File: src/inc/pwm_ctrl_pkg.sv
/*
 Constants for the PWM shutdown and soft start/stop control register bank.
 Assumes a single 125 MHz core clock and an 8-bit register port.
*/
package pwm_ctrl_pkg;
   localparam logic [7:0] ADDR_SYS_CTRL = 8'h05;
   localparam logic [7:0] ADDR_SKEW1 = 8'h11;
   localparam logic [7:0] ADDR_SKEW2 = 8'h12;
   localparam logic [7:0] ADDR_SKEW1_INV = 8'h13;
   localparam logic [7:0] ADDR_SKEW2_INV = 8'h14;
   localparam logic [7:0] ADDR_HOLD_GROUP = 8'h19;
   localparam logic [7:0] ADDR_PERIOD = 8'h1a;
   localparam logic [7:0] ADDR_TRIM = 8'h1b;
   localparam logic [7:0] ADDR_RECOVERY = 8'h1c;
   localparam logic [7:0] ADDR_STATUS = 8'h1d;

   localparam logic [7:0] RST_SKEW_A = 8'hac;
   localparam logic [7:0] RST_SKEW_B = 8'h54;
   localparam logic [7:0] RST_HOLD_GROUP = 8'h30;
   localparam logic [7:0] RST_PERIOD = 8'h0f;
   localparam logic [7:0] RST_SYS_CTRL = 8'h20;
   localparam logic [7:0] RST_RECOVERY = 8'h02;
   localparam logic [7:0] SKEW_MASK = 8'hfc;
   localparam logic [7:0] HOLD_MASK = 8'h0f;

   localparam int SYS_SHUTDOWN_BIT = 5;
   localparam int PERIOD_DISABLE_BIT = 7;
   localparam int TRIM_DONE_BIT = 6;
   localparam int TRIM_SELECT_BIT = 1;
   localparam int NUM_CHANNELS = 4;

   localparam int CLK_HZ = 125000000;
   localparam int CYCLES_PER_US = CLK_HZ / 1000000;
   // Trim procedure duration in microseconds (a modest fixed figure).
   localparam int TRIM_TIME_US = 100;
   localparam int TRIM_CYCLES = TRIM_TIME_US * CYCLES_PER_US;
   localparam int RECOVERY_STEP_MS_X2 = 299;
   localparam int RECOVERY_MAX_MS = 1496;
endpackage

File: src/design/period_lookup.sv
/*
 Maps a 5-bit soft start/stop code to a period in tenths of a millisecond.
 Assumes a purely combinational use by the control bank.
*/
`timescale 1ns/1ps
module period_lookup
(
   input wire logic [4:0] code,
   output logic [17:0] tenths_ms
);
   // ==========================================================
   // Table
   always_comb
   begin
      case (code)
         5'h08: tenths_ms = 18'd165;
         5'h09: tenths_ms = 18'd239;
         5'h0a: tenths_ms = 18'd314;
         5'h0b: tenths_ms = 18'd404;
         5'h0c: tenths_ms = 18'd539;
         5'h0d: tenths_ms = 18'd703;
         5'h0e: tenths_ms = 18'd942;
         5'h0f: tenths_ms = 18'd1257;
         5'h10: tenths_ms = 18'd1646;
         5'h11: tenths_ms = 18'd2394;
         5'h12: tenths_ms = 18'd3142;
         5'h13: tenths_ms = 18'd4039;
         5'h14: tenths_ms = 18'd5386;
         5'h15: tenths_ms = 18'd7031;
         5'h16: tenths_ms = 18'd9425;
         5'h17: tenths_ms = 18'd12566;
         5'h18: tenths_ms = 18'd17281;
         5'h19: tenths_ms = 18'd25136;
         5'h1a: tenths_ms = 18'd32991;
         5'h1b: tenths_ms = 18'd42417;
         5'h1c: tenths_ms = 18'd56556;
         5'h1d: tenths_ms = 18'd73837;
         5'h1e: tenths_ms = 18'd98973;
         5'h1f: tenths_ms = 18'd131964;
         default: tenths_ms = 18'd0;
      endcase
   end
endmodule

File: src/design/ms_timer.sv
/*
 Down counter that runs for a given number of time units and pulses at the end.
 Assumes the caller supplies a one-cycle unit tick and a one-cycle start.
*/
`timescale 1ns/1ps
module ms_timer
#(
   parameter int WIDTH = 18
)
(
   input wire logic core_clk,
   input wire logic reset,
   input wire logic start,
   input wire logic abort,
   input wire logic unit_tick,
   input wire logic [WIDTH-1:0] units,
   output logic busy,
   output logic done
);
   logic [WIDTH-1:0] count_reg;

   // ==========================================================
   // Counter
   always_ff @(posedge core_clk)
   begin
      if (reset || abort)
      begin
         count_reg <= '0;
         busy <= 1'b0;
         done <= 1'b0;
      end
      else if (start)
      begin
         count_reg <= units;
         busy <= (units != '0);
         done <= (units == '0);
      end
      else if (busy && unit_tick)
      begin
         count_reg <= count_reg - 1'b1;
         done <= (count_reg == {{(WIDTH-1){1'b0}}, 1'b1});
         busy <= (count_reg != {{(WIDTH-1){1'b0}}, 1'b1});
      end
      else
      begin
         done <= 1'b0;
      end
   end
endmodule

File: src/design/pwm_ctrl_bank.sv
/*
 Register bank and sequencing for PWM shutdown, soft start/stop and power
 stage recovery. Assumes a host on a simple strobe port in the core clock
 domain; the power-down pin and the fault line arrive asynchronously.
*/
`timescale 1ns/1ps
module pwm_ctrl_bank
   import pwm_ctrl_pkg::*;
#(
   // Cycles per tenth of a millisecond; shorten in simulation.
   parameter int TENTH_MS_CYCLES = CLK_HZ / 10000,
   parameter int TRIM_CYC = TRIM_CYCLES
)
(
   input wire logic core_clk,
   input wire logic reset,
   input wire logic [7:0] reg_addr,
   input wire logic [7:0] reg_wdata,
   input wire logic reg_write,
   input wire logic reg_read,
   output logic [7:0] reg_rdata,
   input wire logic power_down_pin,
   input wire logic power_stage_fault,
   output logic [3:0] channel_run,
   output logic pwm_half_duty,
   output logic power_stage_reset,
   output logic [7:0] skew_ch1,
   output logic [7:0] skew_ch2,
   output logic [7:0] skew_ch1_inv,
   output logic [7:0] skew_ch2_inv,
   output logic factory_trim_en
);
   typedef enum logic [2:0] {ST_OFF, ST_SOFT_START, ST_RUN, ST_SOFT_STOP,
                             ST_FAULT_WAIT} seq_state_t;

   logic [7:0] skew_reg [4];
   logic [7:0] hold_group_reg;
   logic [7:0] period_reg;
   logic [7:0] sys_ctrl_reg;
   logic trim_select_reg;
   logic trim_done_reg;
   logic trim_busy_reg;
   logic [31:0] trim_count_reg;
   logic [3:0] recovery_reg;
   logic recovery_locked_reg;
   logic [1:0] pdn_sync_reg;
   logic [1:0] fault_sync_reg;
   logic [31:0] tick_count_reg;
   logic unit_tick;
   seq_state_t state_reg;
   seq_state_t state_next;
   logic [17:0] period_tenths;
   logic [17:0] recovery_tenths;
   logic [17:0] timer_units;
   logic timer_start;
   logic timer_busy;
   logic timer_done;
   logic want_run;
   logic fault_now;
   logic wr;

   assign wr = reg_write;

   // ==========================================================
   // Input synchronisers
   always_ff @(posedge core_clk)
   begin
      if (reset)
      begin
         pdn_sync_reg <= 2'b00;
         fault_sync_reg <= 2'b00;
      end
      else
      begin
         pdn_sync_reg <= {pdn_sync_reg[0], power_down_pin};
         fault_sync_reg <= {fault_sync_reg[0], power_stage_fault};
      end
   end

   assign fault_now = fault_sync_reg[1];

   // ==========================================================
   // Skew registers
   always_ff @(posedge core_clk)
   begin
      if (reset)
      begin
         skew_reg[0] <= RST_SKEW_A;
         skew_reg[1] <= RST_SKEW_B;
         skew_reg[2] <= RST_SKEW_A;
         skew_reg[3] <= RST_SKEW_B;
      end
      else if (wr && reg_addr >= ADDR_SKEW1 && reg_addr <= ADDR_SKEW2_INV)
      begin
         // Low two bits are reserved and always read zero.
         skew_reg[2'(reg_addr - ADDR_SKEW1)] <= reg_wdata & SKEW_MASK;
      end
   end

   assign skew_ch1 = skew_reg[0];
   assign skew_ch2 = skew_reg[1];
   assign skew_ch1_inv = skew_reg[2];
   assign skew_ch2_inv = skew_reg[3];

   // ==========================================================
   // Hold group, period and system control
   always_ff @(posedge core_clk)
   begin
      if (reset)
      begin
         hold_group_reg <= RST_HOLD_GROUP;
         period_reg <= RST_PERIOD;
         sys_ctrl_reg <= RST_SYS_CTRL;
      end
      else if (wr)
      begin
         if (reg_addr == ADDR_HOLD_GROUP)
            hold_group_reg <= reg_wdata;
         if (reg_addr == ADDR_PERIOD)
            period_reg <= reg_wdata & 8'h9f;
         if (reg_addr == ADDR_SYS_CTRL)
            sys_ctrl_reg <= reg_wdata;
      end
   end

   // ==========================================================
   // Oscillator trim
   always_ff @(posedge core_clk)
   begin
      if (reset)
      begin
         trim_select_reg <= 1'b1;
         trim_done_reg <= 1'b0;
         trim_busy_reg <= 1'b0;
         trim_count_reg <= '0;
      end
      else if (wr && reg_addr == ADDR_TRIM)
      begin
         trim_select_reg <= reg_wdata[TRIM_SELECT_BIT];
         trim_done_reg <= 1'b0;
         trim_busy_reg <= 1'b1;
         trim_count_reg <= 32'(TRIM_CYC);
      end
      else if (trim_busy_reg)
      begin
         if (trim_count_reg <= 32'd1)
         begin
            trim_busy_reg <= 1'b0;
            trim_done_reg <= 1'b1;
         end
         trim_count_reg <= trim_count_reg - 32'd1;
      end
   end

   assign factory_trim_en = ~trim_select_reg;

   // ==========================================================
   // Power stage recovery wait, writable once per reset
   always_ff @(posedge core_clk)
   begin
      if (reset)
      begin
         recovery_reg <= RST_RECOVERY[3:0];
         recovery_locked_reg <= 1'b0;
      end
      else if (wr && reg_addr == ADDR_RECOVERY && !recovery_locked_reg)
      begin
         recovery_reg <= reg_wdata[3:0];
         recovery_locked_reg <= 1'b1;
      end
   end

   // The waits are kept as tabulated; a computed step drifts from them by up to 1 ms.
   always_comb
   begin
      case (recovery_reg)
         // Reserved codes 0 and 1 fall back to the shortest wait.
         4'h0, 4'h1, 4'h2: recovery_tenths = 18'd2990;
         4'h3: recovery_tenths = 18'd4490;
         4'h4: recovery_tenths = 18'd5980;
         4'h5: recovery_tenths = 18'd7480;
         4'h6: recovery_tenths = 18'd8980;
         4'h7: recovery_tenths = 18'd10470;
         4'h8: recovery_tenths = 18'd11970;
         4'h9: recovery_tenths = 18'd13460;
         default: recovery_tenths = 18'(RECOVERY_MAX_MS * 10);
      endcase
   end

   // ==========================================================
   // Tenth-millisecond tick
   always_ff @(posedge core_clk)
   begin
      if (reset || tick_count_reg >= 32'(TENTH_MS_CYCLES - 1))
         tick_count_reg <= '0;
      else
         tick_count_reg <= tick_count_reg + 32'd1;
   end

   assign unit_tick = (tick_count_reg == 32'(TENTH_MS_CYCLES - 1));

   period_lookup u_period
   (
      .code(period_reg[4:0]),
      .tenths_ms(period_tenths)
   );

   // ==========================================================
   // Start/stop sequencer
   // Running is wanted only out of shutdown and with the power-down pin high.
   assign want_run = !sys_ctrl_reg[SYS_SHUTDOWN_BIT] && pdn_sync_reg[1];

   always_ff @(posedge core_clk)
   begin
      if (reset)
      begin
         state_reg <= ST_OFF;
      end
      else
      begin
         state_reg <= state_next;
      end
   end

   always_comb
   begin
      state_next = state_reg;
      timer_start = 1'b0;
      timer_units = period_tenths;
      if (period_reg[PERIOD_DISABLE_BIT])
         timer_units = '0;
      case (state_reg)
         ST_OFF:
            if (want_run && !fault_now)
            begin
               // A zero period skips the 50% duty phase altogether.
               state_next = (timer_units == '0) ? ST_RUN : ST_SOFT_START;
               timer_start = 1'b1;
            end
         ST_SOFT_START:
            if (fault_now)
            begin
               state_next = ST_FAULT_WAIT;
               timer_start = 1'b1;
               timer_units = recovery_tenths;
            end
            else if (!want_run)
               state_next = ST_OFF;
            else if (timer_done || !timer_busy)
               state_next = ST_RUN;
         ST_RUN:
            if (fault_now)
            begin
               state_next = ST_FAULT_WAIT;
               timer_start = 1'b1;
               timer_units = recovery_tenths;
            end
            else if (!want_run)
            begin
               state_next = (timer_units == '0) ? ST_OFF : ST_SOFT_STOP;
               timer_start = 1'b1;
            end
         ST_SOFT_STOP:
            if (timer_done || !timer_busy)
               state_next = ST_OFF;
         ST_FAULT_WAIT:
            if (!timer_busy && !fault_now)
               state_next = ST_OFF;
            else if (!timer_busy)
            begin
               timer_start = 1'b1;
               timer_units = recovery_tenths;
            end
         default:
            state_next = ST_OFF;
      endcase
   end

   ms_timer #(.WIDTH(18)) u_timer
   (
      .core_clk(core_clk),
      .reset(reset),
      .start(timer_start),
      .abort(1'b0),
      .unit_tick(unit_tick),
      .units(timer_units),
      .busy(timer_busy),
      .done(timer_done)
   );

   // ==========================================================
   // Outputs
   always_ff @(posedge core_clk)
   begin
      if (reset)
      begin
         channel_run <= 4'h0;
         pwm_half_duty <= 1'b0;
         power_stage_reset <= 1'b1;
      end
      else
      begin
         // Held channels never start on a shutdown exit.
         channel_run <= (state_next == ST_RUN) ? ~hold_group_reg[3:0] : 4'h0;
         pwm_half_duty <= (state_next == ST_SOFT_START) || (state_next == ST_SOFT_STOP);
         power_stage_reset <= (state_next == ST_FAULT_WAIT) || (state_next == ST_OFF);
      end
   end

   // ==========================================================
   // Register read
   always_ff @(posedge core_clk)
   begin
      if (reset)
         reg_rdata <= 8'h00;
      else if (reg_read)
      begin
         case (reg_addr)
            ADDR_SYS_CTRL: reg_rdata <= sys_ctrl_reg;
            ADDR_SKEW1: reg_rdata <= skew_reg[0];
            ADDR_SKEW2: reg_rdata <= skew_reg[1];
            ADDR_SKEW1_INV: reg_rdata <= skew_reg[2];
            ADDR_SKEW2_INV: reg_rdata <= skew_reg[3];
            ADDR_HOLD_GROUP: reg_rdata <= hold_group_reg;
            ADDR_PERIOD: reg_rdata <= period_reg;
            ADDR_TRIM: reg_rdata <= {1'b0, trim_done_reg, 4'h0, trim_select_reg, 1'b0};
            ADDR_RECOVERY: reg_rdata <= {4'h0, recovery_reg};
            ADDR_STATUS: reg_rdata <= {5'h0, 3'(state_reg)};
            default: reg_rdata <= 8'h00;
         endcase
      end
      else
         reg_rdata <= 8'h00;
   end

   // ==========================================================
   // Checks
   chk_reset_skew: assert property (@(posedge core_clk)
      $fell(reset) |-> skew_reg[0] == RST_SKEW_A && skew_reg[1] == RST_SKEW_B)
      else $error("skew reset value wrong");
   chk_hold_stop: assert property (@(posedge core_clk) disable iff (reset)
      (channel_run & hold_group_reg[3:0]) == 4'h0 || $changed(hold_group_reg))
      else $error("held channel running");
   chk_trim_done: assert property (@(posedge core_clk) disable iff (reset)
      (wr && reg_addr == ADDR_TRIM) |=> !trim_done_reg)
      else $error("trim done not cleared");
   chk_recovery_once: assert property (@(posedge core_clk) disable iff (reset)
      recovery_locked_reg |=> $stable(recovery_reg))
      else $error("recovery changed after lock");
   chk_fault_halt: assert property (@(posedge core_clk) disable iff (reset)
      (state_reg == ST_RUN && fault_now) |=> channel_run == 4'h0)
      else $error("pwm not halted on fault");
   chk_shutdown_off: assert property (@(posedge core_clk) disable iff (reset)
      (sys_ctrl_reg[SYS_SHUTDOWN_BIT] && state_reg == ST_RUN) |=> state_reg != ST_RUN)
      else $error("shutdown ignored");
   chk_period_none: assert property (@(posedge core_clk) disable iff (reset)
      (timer_start && timer_units == '0) |=> !timer_busy)
      else $error("zero period ran");
   chk_trim_select: assert property (@(posedge core_clk) disable iff (reset)
      (wr && reg_addr == ADDR_TRIM && reg_wdata == 8'h00) |=> factory_trim_en)
      else $error("factory trim not enabled");
   cov_start: cover property (@(posedge core_clk) state_reg == ST_SOFT_START ##1 state_reg == ST_RUN);
   cov_fault: cover property (@(posedge core_clk) state_reg == ST_FAULT_WAIT);
   cov_stop: cover property (@(posedge core_clk) state_reg == ST_SOFT_STOP);
endmodule

File: config.mk
export PLATFORM = sky130hd
export DESIGN_NAME = pwm_ctrl_bank
export DESIGN_NICKNAME = d
export VERILOG_FILES = /design/src/inc/pwm_ctrl_pkg.sv /design/src/design/period_lookup.sv /design/src/design/ms_timer.sv /design/src/design/pwm_ctrl_bank.sv
export SDC_FILE = /design/constraint.sdc
export NUM_CORES = 1
export LEC_CHECK = 0
export BUFFER_PORTS_ARGS = -buffer_cell sky130_fd_sc_hd__buf_2
export CORE_ASPECT_RATIO = 1.25
export CORE_UTILIZATION = 56
export DETAILED_ROUTE_END_ITERATION = 7
export PLACE_DENSITY = 0.75
export SLEW_MARGIN = 0
export SYNTH_ARGS = -nofsm -noshare
export SYNTH_HDL_FRONTEND = slang
export SYNTH_SLANG_ARGS = --single-unit
File: constraint.sdc
create_clock -name core_clk -period 6.9 [get_ports core_clk]
set_input_delay 0.345 -clock core_clk [delete_from_list [all_inputs] [get_ports core_clk]]
set_output_delay 0.345 -clock core_clk [all_outputs]
set_load 0.05 [all_outputs]
* After elaboration in Yosys (flattened, before gate mapping)
Memory sizes are Yosys's and may differ from the RTL's. A register that Yosys moved wholly into a read port is not among the register bits.
Cells that the tools add are included.
** Word-level totals
- Register bits :: 135
- Bits in writable memories :: 24
- Bits in read-only memories :: 784
- Memories kept :: 3
** Memory list
- (name not given) :: words 32, width 18, read ports 1, clocked after Yosys merged registers in 1, wr ports 0, line period_lookup.sv:15 : case (code)
- (name not given) :: words 16, width 13, read ports 1, clocked after Yosys merged registers in 1, wr ports 0, line pwm_ctrl_bank.sv:176 : case (recovery_reg)
- skew_reg :: words 4, width 6, read ports 4, clocked after Yosys merged registers in 0, wr ports 4, line pwm_ctrl_bank.sv:36 : logic [7:0] skew_reg [4];
** Operators by class
- Add/sub/neg operators :: 4
- Magnitude comparators :: 4
- Equality and inequality tests :: 21
- Muxes and demuxes :: 47
- Bitwise operators :: 4
- Reductions and logical operators :: 33
** Operators by type and width (number)
- $mux 18 :: 6
- $pmux 8 s10 :: 1
- $eq 8x5->1 const B :: 9
- $logic_not 18->1 :: 2
- $pmux 18 s2 :: 1
- $add 32x1->32 const B :: 1
- $eq 32x14->1 const B :: 1
- $ge 32x14->1 const B :: 1
- $le 32x1->1 const B :: 1
- $sub 32x1->32 const B :: 1
- $mux 14 :: 2
- $mux 3 :: 8
- $mux 1 :: 19
- $eq 18x1->1 const B :: 1
- $ne 18x1->1 const B :: 1
- $reduce_bool 18->1 :: 1
- $sub 18x1->18 const B :: 1
- $pmux 3 s5 :: 1
- $eq 3x2->1 const B :: 4
- $mux 5 :: 2
- $logic_and 1x1->1 :: 9
- $eq 8x3->1 const B :: 1
- $ge 8x5->1 const B :: 1
- $le 8x5->1 const B :: 1
- other kinds (16) :: 37

* Logic depth before layout (Yosys ltp)
- Depth after elaboration :: 9
- Depth in mapped cells :: 13

* By module
Synthesis repeated with hierarchy kept, for this count alone.
** Second synthesis, totals
- Cell total of the unflattened synthesis :: 961
- Area total of the unflattened synthesis :: 8564.5 um^2
** By module, submodules not included
- pwm_ctrl_bank :: instances 1, cells each 722, area an instance 6715.2 um^2, sequential area each 3283.1 um^2
- ms_timer :: instances 1, cells each 140, area an instance 1194.9 um^2, sequential area each 400.4 um^2
- period_lookup :: instances 1, cells each 99, area an instance 654.4 um^2, sequential area each 0.0 um^2

* Worst setup path after synthesis
OpenSTA, ideal clock, no wires.
- Path kind :: input-to-reg
- Start :: input reg_addr[5]
- End :: register u_period.tenths_ms[6] (netlist name)
- Data arrival time :: 2902 ps
- Required time :: 6817 ps
- Path slack :: 3915 ps
- Stages on the path :: 10
- Buffers on the path :: 3
- Cells stage by stage :: or4b_1 clkbuf_1 nor2_1 mux2i_1 clkbuf_1 clkbuf_1 ha_1 nor2_1 a21oi_1 o221ai_1
** On the way
- Longest elaborated chain between the ends :: 4
** RTL lines
- from (decl) :: line pwm_ctrl_bank.sv:17 : input wire logic [7:0] reg_addr,
- $eq 8x5->1 :: line pwm_ctrl_bank.sv:119 : if (reg_addr == ADDR_PERIOD)
- $reduce_and 2->1 (no source line)
- $mux 5 (no source line) (2 in a row)
Every way passes these cells.
A chain may end at the register's enable or synchronous reset.

* Worst setup path after layout
- Start :: input reg_addr[5]
- End :: register u_period.tenths_ms[6] (netlist name)
** On the way
- Longest elaborated chain between the ends :: 4
** RTL lines (line)
- $eq 8x5->1 :: pwm_ctrl_bank.sv:119
- $reduce_and 2->1 (no source line)
- $mux 5 (no source line) (2 in a row)
Every way passes these cells.

==> flow_metrics.py <==
metrics = {
    "status": {
        "outcome": "completed",
    },
    "worst_setup_path": {
        "crit_type": "input pin to register",
        "start_kind": "input pin",
        "cp.arrival_ns": 3.37,
        "crit_slowest_cell": "or4b_1",
        "slowest_delay_ns": 0.67,
        "worstPathCellList": "buf_2, or4b_1, nor2_1, nor3_1, a21oi_1, inv_1, ha_1, inv_1, ha_1, nor2_1, a21oi_1, o221ai_1",
        "cp-end-kind": "register",
        "crit_path_max_fanout": 9,
        "r2r_cells": 8,
        "required_ns": 7.26,
    },
    "pwr": {
        "power_switching_share_pct": 24.55,
        "power_mw": 2.205,
        "power.internal_mw": 1.664,
        "p_per_area_mw_per_mm2": 228.8,
        "power.leakage_nw": 3.698,
        "power_frac_clock_pct": 43.6,
        "pwr-share-seq_pct": 51.8,
        "p_switching_mw": 0.5412,
        "irDropWorstVdd_v": 0.0001646,
        "combPwrFrac_pct": 4.6,
    },
    "sta": {
        "finalSetupViolCount": 0,
        "skew_ns": 0.009404,
        "setup_tns_ns": 0,
        "tightest_slew_ns": 1.049,
        "max_freq_mhz": 332.2,
        "slew_headroom_pct": 29.99,
        "min_period_ns": 3.010,
        "fin_crit_sh_pct": 43.62,
        "finalMaxSlewViolations": 0,
        "hold_viol": 0,
        "rsz0062_at_grt": "false",
    },
    "logic_synthesis": {
        "synth-seq-area-share_pct": 46.85,
        "synthTopCellsByArea": "dfxtp_1 (39%), edfxtp_1 (8.4%), nor2_1 (5.1%)",
        "netlist.area_leader.share_pct": 38.50,
        "synth-edff-count": 24,
        "yosysWarningCount": 0,
        "yosys_most_used_dff": "dfxtp_1",
        "syn_inst": 966,
        "synthArstFlopShare_pct": 0,
        "synth_area_leader_cell": "dfxtp_1",
        "avgSynthCellArea_um2": 8.935,
        "ys_types": 67,
        "syn-cell-area_mm2": 0.008631,
        "ys_seq_elements": 190,
    },
    "placement": {
        "dpl.hpwl_um": 14580,
        "finalWeightedCongestion": 0.9511,
        "portBuffers": 60,
    },
    "grt": {
        "grt_pass1_vias": 6839,
        "grt_max_degree": 56,
        "grt_overflow": 0,
        "grt_pass1_wl_um": 33420,
        "gr-usage-all-layers_pct": 26.64,
        "antenna_found_initial": 0,
    },
    "clock_network": {
        "postCtsSetupBuffers": 0,
        "htree_levels": 4,
        "cts.clk_slew.worst_paths_ns": 0.07,
        "clock-root-buffer": "clkbuf_16",
        "clk_latency_ns": 0.44,
        "cts_buffers": 17,
        "clock_sinks": 190,
        "cts_tree": "yes",
        "ctsResizeCount": 0,
        "cts-hold-fix-buffers": 0,
        "cts_buffer_depth": 2,
    },
    "routing": {
        "vias": 7277,
        "vias_per_cell": 5.984,
        "wirelength_um": 20560,
        "drt_first_pass_iters": 6,
        "wl_per_cell_um": 16.91,
        "detail-route-antenna-nets": 0,
        "dr.first_iter.drc_count": 681,
        "drcViolationCount": 0,
    },
    "finish": {
        "nNetsFinal": 1067,
        "diodes": 0,
        "syn_to_final_growth_pct": 11.66,
        "mostFrequentLayoutCells": "dfxtp_1 (166), nor2_1 (118), nand2_1 (90), a21oi_1 (61), buf_2 (60)",
        "final_common_cell": "dfxtp_1",
        "drive_gt1_share_pct": 11.70,
    },
    "floorplan": {
        "core_area_mm2": 0.01501,
        "die-area_mm2": 0.01592,
        "die_y_um": 140.8,
        "num_rows": 50,
        "start_util_pct": 57.48,
        "die_w_um": 113.0,
        "io_pins": 69,
    },
    "hold_path": {
        "min_path_cells": 2,
        "hold_class": "input pin to register",
    },
    "run": {
        "max-cap-violations": 0,
    },
}
-- power groups by stage --
stage | combinational (mW) | clock, mW | sequential, mW
4_1_cts | 0.101 | 0.976 | 1.14
3_3_place_gp | 0.100 | 0 | 1.17
2_1_floorplan | 0.0494 | 0 | 1.19
6_report | 0.102 | 0.961 | 1.14
3_5_place_dp | 0.101 | 0 | 1.17
5_1_grt | 0.108 | 1.02 | 1.14
-- cells by family after synthesis --
group | synth area share [%]
DFF | 46.85
xor gates and xnor gates | 5.683
buffers and inverters | 4.320
adders and majority gates | 3.479
other | 0.04345
AOI/OAI and AO/OA | 13.92
muxes | 1.928
and+or+nand+nor | 23.77
-- worst paths after layout --
| kind | from | to | slack, ns |
|---|---|---|---|
| max reg2reg | state_reg[1] | u_timer.done | 3.98 |
| max | reg_addr[5] | u_period.tenths_ms[6] | 3.89 |
| min reg2reg | fault_sync_reg[0] | fault_sync_reg[1] | 0.45 |
| min | power_stage_fault | fault_sync_reg[0] | 0.12 |
-- critical path: cells and delay by family --
kind	cells	cell delay, ns
and+or+nand+nor	4	1.45
AOI/OAI and AO/OA	3	0.58
adders and majority gates	2	0.54
buffers and inverters	3	0.44
-- per-stage QoR --
stage | hold WS (ns) | cell area (um2) | util [%] | std cells | setup slack (ns)
finish | 0.1175 | 9637 | 64.18 | 1216 | 3.890
global route | 0.1387 | 9637 | 64.18 | 1216 | 3.569
CTS | 0.09889 | 9637 | 64.18 | 1216 | 3.943
detailed placement | 0.4328 | 9052 | 60.29 | 1184 | 3.503
global placement | 0.4200 | 9052 | 60.29 | 1184 | 3.623
floorplan | 0.4138 | 8725 | - | 991 | 3.915
-- metal layers --
layer | GRT usage (%) | part of all wire [%] | routed length, um | up-vias
met2 | 43.69 | 48 | 9952 | 233
met1 | 32.78 | 43 | 8774 | 3453
met4 | 13.92 | 3.1 | 639 | 0
li1 | - | - | - | 3544
met5 | 0 | 0 | 0 | -
met3 | 5.804 | 5.8 | 1197 | 47
-- final cells by class --
class / instances / area [um2]
Sequential cell: 190 / 4044
Fill cell: 1306 / 5378
Multi-Input combinational cell: 714 / 4308
Timing Repair Buffer: 68 / 360.3
Inverter: 30 / 112.6
Clock inverter: 12 / 116.4
Tap cell: 182 / 227.7
Clock buffer: 20 / 467.9
-- cell usage after synthesis, drive strengths merged, types with 24 or more instances --
| cell type | number |
|---|---|
| nor3 | 27 |
| nand2 | 90 |
| clkbuf | 45 |
| ha | 24 |
| o21ai | 29 |
| a21oi | 61 |
| nor2 | 118 |
| nand3 | 45 |
| dfxtp | 166 |
| xnor2 | 33 |
| inv | 28 |
| edfxtp | 24 |
(Power assumes the default switching activity.)
